### src/rtl/scdma_pkg.sv
// constants, types and operation summary for the six-channel transfer controller
// ==========================================================================
// Operation
// - each channel is set high or low priority on its own
// - channels of equal priority are served in round-robin order
// - transfer addresses use one fixed map, blind to processor mapping bits
// - source and destination adjust separately: keep, increment, decrement or index
// - auto reload restores source, destination and count from globals at block end
// - each channel keeps an 8-bit frame counter, at most 0ffh
// - frame count zero, the reset value, means a single frame
// - frame counter decrements on the last read of each frame except the final one
// - with auto reload the frame counter reloads from its global after the last frame
// - 16-bit element counter, decremented per element read; 0ffffh gives 65536
// - with auto reload the element counter reloads from its global at block end
// - doubleword elements move as two 16-bit transfers, addresses stepped after each
// - index-select fields pick which shared element and frame index pair is used
// - all but the last transfer of a frame add the selected element index; in index mode a doubleword first half adds one instead
// - the last transfer of a frame adds the selected frame index instead
// - interrupt enable at zero blocks every channel interrupt
// - autobuffering interrupts at full buffer, and also at half when mode bit is 1
// - multi-frame with mode bit 0 interrupts only at block completion
// - multi-frame with mode bit 1 interrupts at every frame end and block end
// - a 4-bit sync field selects the triggering event; other codes are reserved
// - channels 0 to 3 share cpu interrupt lines 6, 7, 10 and 11
// - after reset the shared lines carry only their non-transfer sources; here the route select is an unreset input, so they follow its code
// - the route select field chooses which sources drive the shared lines
// - six independent channels each keep their own block context
// - transfer requests win over cpu requests for internal memory
package scdma_pkg;

  // ==========================================================================
  // sizes
  localparam int NUM_CH = 6;
  localparam int AW = 16;
  localparam int DW = 16;
  localparam int NUM_EVT = 7;

  // ==========================================================================
  // address step modes
  localparam logic [1:0] STEP_KEEP = 2'h0;
  localparam logic [1:0] STEP_INC = 2'h1;
  localparam logic [1:0] STEP_DEC = 2'h2;
  localparam logic [1:0] STEP_INDEX = 2'h3;

  // ==========================================================================
  // sync event codes and event vector positions
  localparam logic [3:0] SYNC_NONE = 4'h0;
  localparam logic [3:0] SYNC_P0_RX = 4'h1;
  localparam logic [3:0] SYNC_P0_TX = 4'h2;
  localparam logic [3:0] SYNC_P1_RX = 4'h5;
  localparam logic [3:0] SYNC_P1_TX = 4'h6;
  localparam logic [3:0] SYNC_TIMER0 = 4'hd;
  localparam logic [3:0] SYNC_EXT3 = 4'he;
  localparam logic [3:0] SYNC_TIMER1 = 4'hf;
  localparam int EVT_P0_RX = 0;
  localparam int EVT_P0_TX = 1;
  localparam int EVT_P1_RX = 2;
  localparam int EVT_P1_TX = 3;
  localparam int EVT_TIMER0 = 4;
  localparam int EVT_EXT3 = 5;
  localparam int EVT_TIMER1 = 6;

  // ==========================================================================
  // interrupt routing
  localparam logic [1:0] ROUTE_NONE = 2'h0;
  localparam logic [1:0] ROUTE_CH23 = 2'h1;
  localparam logic [1:0] ROUTE_CH0123 = 2'h2;
  localparam logic [1:0] ROUTE_RESET = 2'h0;

  // ==========================================================================
  // reset values
  localparam logic [7:0] FRAME_RESET = 8'h00;
  localparam logic [15:0] COUNT_RESET = 16'h0000;
  localparam logic [15:0] ADDR_RESET = 16'h0000;

  // ==========================================================================
  // types
  typedef enum logic [1:0] {
    ST_IDLE = 2'b00,
    ST_READ = 2'b01,
    ST_WRITE = 2'b10
  } scdma_state_t;

  typedef struct packed {
    logic enable;
    logic high_prio;
    logic [1:0] src_step;
    logic [1:0] dst_step;
    logic source_index_select;
    logic dest_index_select;
    logic auto_reload_enable;
    logic autobuffering_mode;
    logic interrupt_enable_bit;
    logic interrupt_mode_bit;
    logic doubleword;
    logic [3:0] sync_event_select;
  } scdma_chan_cfg_t;

  typedef struct packed {
    logic [AW-1:0] source;
    logic [AW-1:0] dest;
    logic [15:0] count;
    logic [7:0] frame;
  } scdma_block_t;

  typedef struct packed {
    logic [AW-1:0] element_index_a;
    logic [AW-1:0] element_index_b;
    logic [AW-1:0] frame_index_a;
    logic [AW-1:0] frame_index_b;
  } scdma_index_t;

endpackage

### src/rtl/scdma_rr_arb.sv
// round-robin picker over six channel requests
`timescale 1ns/100ps
module scdma_rr_arb (
  // clocking
  input wire logic clk,
  input wire logic rst,
  input wire logic ce,
  // requests and grant
  input wire logic [5:0] req,
  input wire logic take,
  output logic any,
  output logic [2:0] pick
);

  logic [2:0] last_ff;
  logic [2:0] idx;

  // search starts one past the last winner so no channel starves
  always_comb begin
    any = 1'b0;
    pick = 3'h0;
    for (int k = 1; k <= 6; k++) begin
      idx = 3'((32'(last_ff) + k) % 6);
      if (!any && req[idx]) begin
        any = 1'b1;
        pick = idx;
      end
    end
  end

  // pointer moves only when this group's winner is really taken
  always_ff @(posedge clk) begin
    if (rst) begin
      last_ff <= 3'h5;
    end else if (ce && take && any) begin
      last_ff <= pick;
    end
  end

endmodule

### src/rtl/scdma_sync.sv
// two-stage synchroniser for a group of asynchronous event lines
`timescale 1ns/100ps
module scdma_sync #(
  parameter int W = 1
) (
  // clocking
  input wire logic clk,
  input wire logic rst,
  input wire logic ce,
  // lines
  input wire logic [W-1:0] async_in,
  output logic [W-1:0] sync_out
);

  logic [W-1:0] meta_ff;
  logic [W-1:0] hold_ff;

  // first stage feeds only the second stage
  always_ff @(posedge clk) begin
    if (rst) begin
      meta_ff <= '0;
      hold_ff <= '0;
    end else if (ce) begin
      meta_ff <= async_in;
      hold_ff <= meta_ff;
    end
  end

  assign sync_out = hold_ff;

endmodule

### src/rtl/scdma_top.sv
// six-channel memory transfer controller: arbitration, counting, addressing, interrupts
`timescale 1ns/100ps
module scdma_top (
  // clocking
  input wire logic clk,
  input wire logic rst,
  input wire logic ce,
  // channel configuration and setup
  input wire scdma_pkg::scdma_chan_cfg_t chan_cfg [6],
  input wire logic [5:0] chan_load,
  input wire scdma_pkg::scdma_block_t chan_setup,
  // shared reload, index and routing values
  input wire scdma_pkg::scdma_block_t global_reload,
  input wire scdma_pkg::scdma_index_t index_regs,
  input wire logic [1:0] interrupt_route_select,
  // sync event pins
  input wire logic [6:0] sync_event_pins,
  // non-transfer interrupt sources on the shared lines, same clock
  input wire logic second_timer_interrupt,
  input wire logic port1_receive_interrupt,
  input wire logic port1_transmit_interrupt,
  // internal memory port
  output logic mem_req,
  output logic mem_we,
  output logic [15:0] mem_addr,
  output logic [15:0] mem_wdata,
  input wire logic mem_gnt,
  input wire logic [15:0] mem_rdata,
  output logic cpu_hold,
  // status and interrupts
  output logic [5:0] chan_active,
  output logic [5:0] chan_irq,
  output logic [3:0] shared_irq
);
  import scdma_pkg::*;

  // ==========================================================================
  // state
  logic [15:0] src_ff [6];
  logic [15:0] dst_ff [6];
  logic [15:0] element_counter_ff [6];
  logic [15:0] elem_init_ff [6];
  logic [7:0] frame_count_ff [6];
  logic [5:0] active_ff;
  logic [5:0] pend_ff;
  logic [5:0] irq_ff;
  logic [3:0] shared_ff;
  scdma_state_t state_ff;
  logic [2:0] cur_ff;
  logic half_ff;
  logic last_ff;
  logic done_ff;
  logic req_ff;
  logic we_ff;
  logic hold_ff;
  logic [15:0] addr_ff;
  logic [15:0] data_ff;

  // ==========================================================================
  // event synchronisation
  logic [6:0] evt_sync;
  logic [6:0] evt_prev_ff;
  logic [6:0] evt_rise;
  logic [5:0] evt_hit;

  scdma_sync #(.W(7)) u_sync (
    .clk(clk),
    .rst(rst),
    .ce(ce),
    .async_in(sync_event_pins),
    .sync_out(evt_sync)
  );

  // rising edges are taken from the second stage only
  always_ff @(posedge clk) begin
    if (rst) begin
      evt_prev_ff <= '0;
    end else if (ce) begin
      evt_prev_ff <= evt_sync;
    end
  end

  assign evt_rise = evt_sync & ~evt_prev_ff;

  // map each channel's sync code onto an event; reserved codes never fire
  always_comb begin
    for (int c = 0; c < NUM_CH; c++) begin
      case (chan_cfg[c].sync_event_select)
        SYNC_P0_RX: evt_hit[c] = evt_rise[EVT_P0_RX];
        SYNC_P0_TX: evt_hit[c] = evt_rise[EVT_P0_TX];
        SYNC_P1_RX: evt_hit[c] = evt_rise[EVT_P1_RX];
        SYNC_P1_TX: evt_hit[c] = evt_rise[EVT_P1_TX];
        SYNC_TIMER0: evt_hit[c] = evt_rise[EVT_TIMER0];
        SYNC_EXT3: evt_hit[c] = evt_rise[EVT_EXT3];
        SYNC_TIMER1: evt_hit[c] = evt_rise[EVT_TIMER1];
        default: evt_hit[c] = 1'b0;
      endcase
    end
  end

  // ==========================================================================
  // arbitration
  logic [5:0] ready;
  logic [5:0] req_hi;
  logic [5:0] req_lo;
  logic any_hi;
  logic any_lo;
  logic [2:0] pick_hi;
  logic [2:0] pick_lo;
  logic start;
  logic [2:0] pick;

  // unsynchronized channels are ready whenever active, so they run back to back
  always_comb begin
    for (int c = 0; c < NUM_CH; c++) begin
      ready[c] = active_ff[c] && ((chan_cfg[c].sync_event_select == SYNC_NONE)
                 || pend_ff[c]);
      req_hi[c] = ready[c] && chan_cfg[c].high_prio;
      req_lo[c] = ready[c] && !chan_cfg[c].high_prio;
    end
  end

  assign start = (state_ff == ST_IDLE) && (any_hi || any_lo);
  assign pick = any_hi ? pick_hi : pick_lo;

  scdma_rr_arb u_arb_hi (
    .clk(clk),
    .rst(rst),
    .ce(ce),
    .req(req_hi),
    .take(start),
    .any(any_hi),
    .pick(pick_hi)
  );

  scdma_rr_arb u_arb_lo (
    .clk(clk),
    .rst(rst),
    .ce(ce),
    .req(req_lo),
    .take(start && !any_hi),
    .any(any_lo),
    .pick(pick_lo)
  );

  // ==========================================================================
  // address step: in index mode the first doubleword half moves by one word
  function automatic logic [15:0] step_addr(input logic [15:0] a, input logic [1:0] mode,
                                            input logic [15:0] idx, input logic first_half);
    logic [15:0] r;
    r = a;
    case (mode)
      STEP_INC: r = a + 16'h0001;
      STEP_DEC: r = a - 16'h0001;
      STEP_INDEX: r = first_half ? a + 16'h0001 : a + idx;
      default: r = a;
    endcase
    return r;
  endfunction

  // selected index pair; frame index on the last transfer of a frame
  function automatic logic [15:0] pick_index(input logic sel, input logic last);
    logic [15:0] r;
    r = 16'h0000;
    if (last) begin
      r = sel ? index_regs.frame_index_b : index_regs.frame_index_a;
    end else begin
      r = sel ? index_regs.element_index_b : index_regs.element_index_a;
    end
    return r;
  endfunction

  scdma_chan_cfg_t cc;
  logic first_half;
  logic elem_last;
  logic blk_last;
  logic rd_done;
  logic wr_done;
  logic half_point;

  assign cc = chan_cfg[cur_ff];
  assign first_half = cc.doubleword && !half_ff;
  assign elem_last = (element_counter_ff[cur_ff] == 16'h0000);
  assign blk_last = elem_last && (frame_count_ff[cur_ff] == 8'h00);
  assign rd_done = (state_ff == ST_READ) && mem_gnt;
  assign wr_done = (state_ff == ST_WRITE) && mem_gnt;
  assign half_point = (element_counter_ff[cur_ff] == (elem_init_ff[cur_ff] >> 1));

  // ==========================================================================
  // transfer sequencer: one read then one write per word, fixed address map
  always_ff @(posedge clk) begin
    if (rst) begin
      state_ff <= ST_IDLE;
      cur_ff <= 3'h0;
      half_ff <= 1'b0;
      last_ff <= 1'b0;
      done_ff <= 1'b0;
      req_ff <= 1'b0;
      we_ff <= 1'b0;
      addr_ff <= ADDR_RESET;
      data_ff <= 16'h0000;
    end else if (ce) begin
      case (state_ff)
        ST_IDLE: begin
          if (start) begin
            cur_ff <= pick;
            half_ff <= 1'b0;
            req_ff <= 1'b1;
            we_ff <= 1'b0;
            addr_ff <= src_ff[pick];
            state_ff <= ST_READ;
          end
        end
        ST_READ: begin
          if (mem_gnt) begin
            data_ff <= mem_rdata;
            last_ff <= elem_last && !first_half;
            done_ff <= blk_last && !first_half;
            we_ff <= 1'b1;
            addr_ff <= dst_ff[cur_ff];
            state_ff <= ST_WRITE;
          end
        end
        ST_WRITE: begin
          if (mem_gnt) begin
            we_ff <= 1'b0;
            if (first_half) begin
              half_ff <= 1'b1;
              addr_ff <= src_ff[cur_ff];
              state_ff <= ST_READ;
            end else begin
              req_ff <= 1'b0;
              state_ff <= ST_IDLE;
            end
          end
        end
        default: begin
          req_ff <= 1'b0;
          state_ff <= ST_IDLE;
        end
      endcase
    end
  end

  // transfers hold off the cpu for internal memory while they run
  always_ff @(posedge clk) begin
    if (rst) begin
      hold_ff <= 1'b0;
    end else if (ce) begin
      hold_ff <= start || (state_ff != ST_IDLE && !(wr_done && !first_half));
    end
  end

  // ==========================================================================
  // per-channel context: addresses, counters, activity, pending events
  always_ff @(posedge clk) begin
    if (rst) begin
      for (int c = 0; c < NUM_CH; c++) begin
        src_ff[c] <= ADDR_RESET;
        dst_ff[c] <= ADDR_RESET;
        element_counter_ff[c] <= COUNT_RESET;
        elem_init_ff[c] <= COUNT_RESET;
        frame_count_ff[c] <= FRAME_RESET;
      end
      active_ff <= '0;
      pend_ff <= '0;
    end else if (ce) begin
      for (int c = 0; c < NUM_CH; c++) begin
        // a new event wins over the clear made by the grant in the same cycle
        pend_ff[c] <= (pend_ff[c] && !(start && pick == 3'(c))) || evt_hit[c];
        if (chan_load[c]) begin
          src_ff[c] <= chan_setup.source;
          dst_ff[c] <= chan_setup.dest;
          element_counter_ff[c] <= chan_setup.count;
          elem_init_ff[c] <= chan_setup.count;
          frame_count_ff[c] <= chan_setup.frame;
          active_ff[c] <= chan_cfg[c].enable;
        end else if (!chan_cfg[c].enable) begin
          active_ff[c] <= 1'b0;
        end
      end
      if (rd_done && !chan_load[cur_ff]) begin
        src_ff[cur_ff] <= step_addr(src_ff[cur_ff], cc.src_step,
          pick_index(cc.source_index_select, elem_last && !first_half), first_half);
        if (!first_half) begin
          if (!elem_last) begin
            element_counter_ff[cur_ff] <= element_counter_ff[cur_ff] - 16'h0001;
          end else if (!blk_last) begin
            element_counter_ff[cur_ff] <= elem_init_ff[cur_ff];
            frame_count_ff[cur_ff] <= frame_count_ff[cur_ff] - 8'h01;
          end else if (cc.auto_reload_enable) begin
            element_counter_ff[cur_ff] <= global_reload.count;
            elem_init_ff[cur_ff] <= global_reload.count;
            frame_count_ff[cur_ff] <= global_reload.frame;
          end
        end
      end
      if (wr_done && !chan_load[cur_ff]) begin
        if (done_ff && cc.auto_reload_enable) begin
          // source and destination globals are sampled only here, so later rewrites serve the next block
          src_ff[cur_ff] <= global_reload.source;
          dst_ff[cur_ff] <= global_reload.dest;
        end else begin
          dst_ff[cur_ff] <= step_addr(dst_ff[cur_ff], cc.dst_step,
            pick_index(cc.dest_index_select, last_ff), first_half);
          if (done_ff) begin
            active_ff[cur_ff] <= 1'b0;
          end
        end
      end
    end
  end

  // ==========================================================================
  // channel interrupts: one-cycle pulse when an element read reaches a mark
  always_ff @(posedge clk) begin
    if (rst) begin
      irq_ff <= '0;
    end else if (ce) begin
      irq_ff <= '0;
      if (rd_done && !first_half && cc.interrupt_enable_bit) begin
        if (cc.autobuffering_mode) begin
          irq_ff[cur_ff] <= blk_last || (cc.interrupt_mode_bit && half_point && !elem_last);
        end else if (cc.interrupt_mode_bit) begin
          irq_ff[cur_ff] <= elem_last;
        end else begin
          irq_ff[cur_ff] <= blk_last;
        end
      end
    end
  end

  // shared cpu lines 6, 7, 10, 11; reserved codes leave only the base sources
  always_ff @(posedge clk) begin
    if (rst) begin
      shared_ff <= '0;
    end else if (ce) begin
      if (interrupt_route_select == ROUTE_CH0123) begin
        shared_ff <= {irq_ff[3], irq_ff[2], irq_ff[1], irq_ff[0]};
      end else if (interrupt_route_select == ROUTE_CH23) begin
        shared_ff <= {irq_ff[3], irq_ff[2], second_timer_interrupt, 1'b0};
      end else begin
        shared_ff <= {port1_transmit_interrupt, port1_receive_interrupt,
                      second_timer_interrupt, 1'b0};
      end
    end
  end

  // ==========================================================================
  // outputs
  assign mem_req = req_ff;
  assign mem_we = we_ff;
  assign mem_addr = addr_ff;
  assign mem_wdata = data_ff;
  assign cpu_hold = hold_ff;
  assign chan_active = active_ff;
  assign chan_irq = irq_ff;
  assign shared_irq = shared_ff;

endmodule
### config.mk
export PLATFORM = sky130hd
export DESIGN_NAME = scdma_top
export DESIGN_NICKNAME = d
export VERILOG_FILES = /design/src/rtl/scdma_pkg.sv /design/src/rtl/scdma_rr_arb.sv /design/src/rtl/scdma_sync.sv /design/src/rtl/scdma_top.sv
export SDC_FILE = /design/constraint.sdc
export NUM_CORES = 2
export LEC_CHECK = 0
export ABC_AREA = 1
export BUFFER_PORTS_ARGS = -buffer_cell sky130_fd_sc_hd__buf_2
export CORE_MARGIN = 2
export CORE_UTILIZATION = 55
export DETAILED_ROUTE_END_ITERATION = 8
export PLACE_DENSITY = 0.74
export REMOVE_ABC_BUFFERS = 1
export SLEW_MARGIN = 20
export SYNTH_ARGS = -nofsm -noshare
export SYNTH_HDL_FRONTEND = slang
export SYNTH_HIERARCHICAL = 1
export SYNTH_SLANG_ARGS = --single-unit
### constraint.sdc
create_clock -name clk -period 9.4 [get_ports clk]
set_clock_uncertainty 0.05 [all_clocks]
set_input_delay 0.94 -clock clk [delete_from_list [all_inputs] [get_ports clk]]
set_output_delay 0.94 -clock clk [all_outputs]
set_load 0.02 [all_outputs]
# == Yosys cells after proc, flatten, opt, wreduce, memory -nomap -nowiden ==
# Memory sizes are Yosys's and may differ from the RTL's. A register that Yosys moved wholly into a read port is not among the register bits.
# Cells that the tools add are included.
# classes
n_addsub,20
bitwise_logic,44
mux,245
n_lt_le_gt_ge,15
n_div,12
n_eq_ne,63
reduce_logical,125
# ops
op,n
16-bit 2-to-1 mux,54
"32-bit by 3-bit modulo with 32-bit output, second input constant",12
16-bit case mux with 3 select lines,3
1-bit 2-to-1 mux,120
"4-bit == test, second input constant",18
3-bit 2-to-1 mux,23
1-bit logical AND,62
8-bit 2-to-1 mux,7
"3-bit by 4-bit less-than comparator with 1-bit output, second input constant",13
17-bit binary-select mux with 3-bit select,1
"4-bit by 3-bit == test with 1-bit output, second input constant",12
"16-bit by 1-bit subtractor with 16-bit output, second input constant",3
1-bit case mux with 7 select lines,6
1-bit binary-select mux with 3-bit select,13
6-bit 2-to-1 mux,6
1-bit bitwise OR,35
"16-bit by 1-bit adder with 16-bit output, second input constant",2
16-bit adder,2
15-bit 2-to-1 mux,2
1-bit zero test,28
"3-bit by 3-bit adder with 4-bit output, second input constant",6
6-bit bitwise AND,4
"4-bit by 1-bit == test with 1-bit output, second input constant",6
"4-bit by 2-bit == test with 1-bit output, second input constant",6
other kinds (35),80
# word_totals
reg_bits,92
input_bits,316
out_inout_bits,51
memories,5
ram_bits,432
# mem_list
name,depth,word_bits,read_ports,rd_ports_with_merged_regs,wr,line_no,source
dst_ff,6,16,1,1,7,scdma_top.sv:40,logic [15:0] dst_ff [6];
elem_init_ff,6,16,1,1,7,scdma_top.sv:42,logic [15:0] elem_init_ff [6];
element_counter_ff,6,16,1,1,7,scdma_top.sv:41,logic [15:0] element_counter_ff [6];
src_ff,6,16,2,1,7,scdma_top.sv:39,logic [15:0] src_ff [6];
frame_count_ff,6,8,1,1,7,scdma_top.sv:43,logic [7:0] frame_count_ff [6];

# == Depth between registers and ports, before layout ==
# depth
ltp_word,28
depth_mapped,39

# == Cells and area by module ==
# Netlist, hierarchy kept.
# by_module_without_submodules
mod,area_per_inst_um2,cells_each,seq_area_each_um2,n_inst
scdma_top,39899.5,5086,18798.0,1
scdma_rr_arb,1041.0,184,60.1,2
scdma_sync,621.8,89,280.3,1

# == Least setup slack after synthesis ==
# OpenSTA, ideal clock, no wires.
# synth_path
path_kind,flip-flop to flip-flop
startpoint,register (tool-made name)
endpoint,"memory src_ff[0][14], data pin"
setup_time_ns,0.252
required_ns,9.098
setup_slack_ns,4.451
arrival_time_ns,4.647
path_stages_with_launch,38
path_cell_list,dfxtp_1 buf_6 inv_6 buf_8 buf_8 buf_8 buf_6 buf_6 o21ai_1 o22ai_1 o21ai_4 ha_1 inv_1 nor2_1 nand2_1 nor2_4 nand2_1 inv_1 [... 2 more ...] a21oi_1 ha_1 inv_1 fa_1 o21ai_0 nand4_1 nand3_1 a21oi_1 nor2_1 nor2_1 xor2_1 nand2_1 nand3_1 nand2_1 nand2_1 nand2_2 nand2_1 nand2_1
# synth_rtl
item,line_no
"end, declared",scdma_top.sv:39

==> flow_summary_export.csv <==
group,metric,value,unit
run_status,outcome,"finished, final reports clean",
grt,grt_max_degree,157,
grt,grt_overflow,0,
grt,grt_usage,0.402,
cts,cts.sinks,671,
synth,ys_seq_area_frac,0.451,
sta,finalCritPeriodShare,0.757,
floorplan,die_w,282,um
worst_setup_path,worst_path_most_repeated_cell,"nand2_1",
route,vias_per_cell,6.15,
floorplan,rows,102,
cells_and_area,fillCellCount,6945,
route,dr.pass1.iters,6,
cts,clk_latency,0.64,ns
power_and_ir_drop,irDropWorstVdd,0.639,mV
synth,synth_most_common_cell,"nand2_1",
floorplan,initial_core_util,0.553,
cells_and_area,post-route-util,0.617,
sta,rsz0062_at_grt,"no",
route,vias,42692,
worst_setup_path,critPathKind,"flop to flop",
cts,clockBufferDepth,3,
worst_setup_path,cpPeakStageDelay,0.86,ns
placement,hpwl,110,mm
cells_and_area,instances_no_fill,6940,
sta,hold_viol_final,0,
placement,gp_congestion,1.03,
sta,max_freq,141,MHz
synth,synth_flop_cell,"edfxtp_1",
synth,syn_inst,5543,
floorplan,fp.coreArea,77100,um2
cts,cts_tree,"built",
cts,holdBufCountCts,0,
synth,yosys_warnings,6,
cts,root_buffer,"clkbuf_16",
cells_and_area,area.growth.synth_to_final,11.6,%
worst_setup_path,r2r_cells,31,
placement,dp.cells,6793,
cts,cts-buffers-inserted,72,
synth,netlist_top_cells_area,"edfxtp_1, nand2_1, o21ai_0, nor2_1, dfxtp_1",
sta,fin_setup_tns,0,ns
worst_setup_path,slowest_stage,"dfxtp_4",
sta,slew_headroom,0.167,
cells_and_area,drive_above_1_share,0.140,
cts,path_clk_slew,0.07,ns
floorplan,io_pins,367,
synth,synth_cell_types,68,
min_path,worstHoldPathCells,2,
grt,grt_first_pass_wirelength,240,mm
synth,synthArstFlopShare,0,
min_path,hold_class,"flop to flop",
worst_setup_path,start_kind,"flop",
floorplan,die_h,282,um
sta,setup_viol_count_final,0,
route,drt_wl_total,164,mm
worst_setup_path,arrival,7.45,ns
route,drc,0,
synth,netlist_area,42600,um2
cells_and_area,final_nets,6209,
synth,synth-edff-count,576,
route,wl_per_cell,23.6,um
sta,post-route-min-period,7.11,ns
power_and_ir_drop,total_power,17.0,mW
route,drt_iter0_markers,6386,
placement,io_buffers,366,
power_and_ir_drop,power_density,357,nW/um2
synth,synth_top_area_share,0.406,
sta,worst_pin_slew,1.25,ns
sta,finalMaxSlewViolations,0,
floorplan,die_area,79700,um2
job,drv_cap,0,
grt,grt_pass1_vias,39438,
cts,post-cts-setup-buffer-count,0,
worst_setup_path,critPathRequiredTime,9.73,ns
route,detail-route-antenna-nets,0,
worst_setup_path,timing.reg2reg.setup_slack,2.29,ns
cts,cts-resized-gates,0,
grt,antenna_found_initial,20,
worst_setup_path,end_kind,"flop",
synth,syn_avg_cell_area,7.69,um2
worst_setup_path,cp_max_fo,156,
synth,yosysTopAreaCell,"edfxtp_1",
sta,whs,0.419,ns
cts,htree_levels,3,
synth,synth-seq-cells,671,
power_and_ir_drop,leakage,20.9,nW
synth,synth_common_cells,"nand2_1, nor2_1, edfxtp_1, inv_1, o21ai_0",
routing by layer:
metal | vias up | wire [um] | global-route usage
li1 | 19313 | - | -
met1 | 19658 | 60300 | 0.529
met2 | 3146 | 71700 | 0.615
met3 | 559 | 23700 | 0.111
met4 | 16 | 7940 | 0.190
met5 | - | 92 | 0
cell families (layout without fill, tap and decap cells):
family	Yosys count	count (layout)	synth area share
muxes	13	13	0.00305
other	1	46	0.0000880
DFF	671	671	0.451
AOI/OAI and AO/OA	1202	1202	0.168
buffers and inverters	797	1109	0.0823
adders and majority gates	66	66	0.0197
xor gates and xnor gates	39	39	0.00802
and+or+nand+nor	2754	2754	0.268
where the power goes:
part / internal [mW] / switching [mW] / leakage (nW) / total [mW]
clock network: 1.76 / 1.26 / 1.21 / 3.02
registers: 3.59 / 0.210 / 6.64 / 3.80
logic: 2.82 / 7.34 / 13.0 / 10.2
sequential cells by signal (all words and copies together) (netlist names), 16 cells and up, named ones only:
| register | flops |
|---|---|
| element_counter_ff | 128 |
| mem_addr | 16 |
| frame_count_ff | 64 |
| mem_wdata | 16 |
| src_ff | 128 |
| dst_ff | 128 |
| elem_init_ff | 128 |
final cells by class:
class	instances	area, um2	area share
clock buffers	96	2040	0.0429
clock inverters	37	440	0.00926
flip-flops and latches	671	19200	0.404
diodes	14	35.0	0.000737
inverters	537	2040	0.0429
multi-input cells	4106	20100	0.423
repair buffers	439	2390	0.0503
well taps	1040	1300	0.0274
per-stage QoR:
stage               setup slack [ns]  area (um2)
global route                    1.74       47500
detailed placement              2.43       45000
finish                          2.29       47600
CTS                             2.40       47500
floorplan                      -1.82       41200
global placement                2.51       45000
path summary, 6_finish.rpt:
path         startpoint            end
max reg2reg        flop  src_ff[2][14]
max                flop  src_ff[2][14]
min          pend_ff[5]     pend_ff[5]
min reg2reg  pend_ff[5]     pend_ff[5]
critical path: cells and delay by family, from the launching register on:
kind                     cells  cell delay (ns)
AND/OR/NAND/NOR             15             1.77
buffers and inverters        5             1.76
AO/OA/AOI/OAI                7             1.35
adder cells (fa/ha/maj)      3             0.89
flip-flops                   1             0.86
XOR/XNOR                     1             0.13
placed cells by master, fill, tap and decap left out, types with 15 or more instances in the layout:
master     netlist  layout
nand2_1       1649    1645
edfxtp_1       576     576
nor2_1         579     565
inv_1          478     478
o21ai_0        449     448
buf_2           71     366
nand3_1        300     298
o21ai_1        165     166
a21oi_1        164     164
o22ai_1        155     155
dfxtp_1         95      92
clkbuf_16        0      77
buf_4           21      72
ha_1            64      64
nand2_2         56      60
nand4_1         46      46
inv_2           46      45
o211ai_1        44      44
o21ai_2         41      41
nor2_2          28      36
a22oi_1         35      35
a31oi_1         32      32
conb_1           1      32
nor3_1          30      30
xor2_1          26      26
clkinv_1        10      19
o31ai_1         17      17
nor2_4           9      15
nand3_2         13      15
clkbuf_1       122      15
No activity file was read; power rests on OpenSTA's default activity.
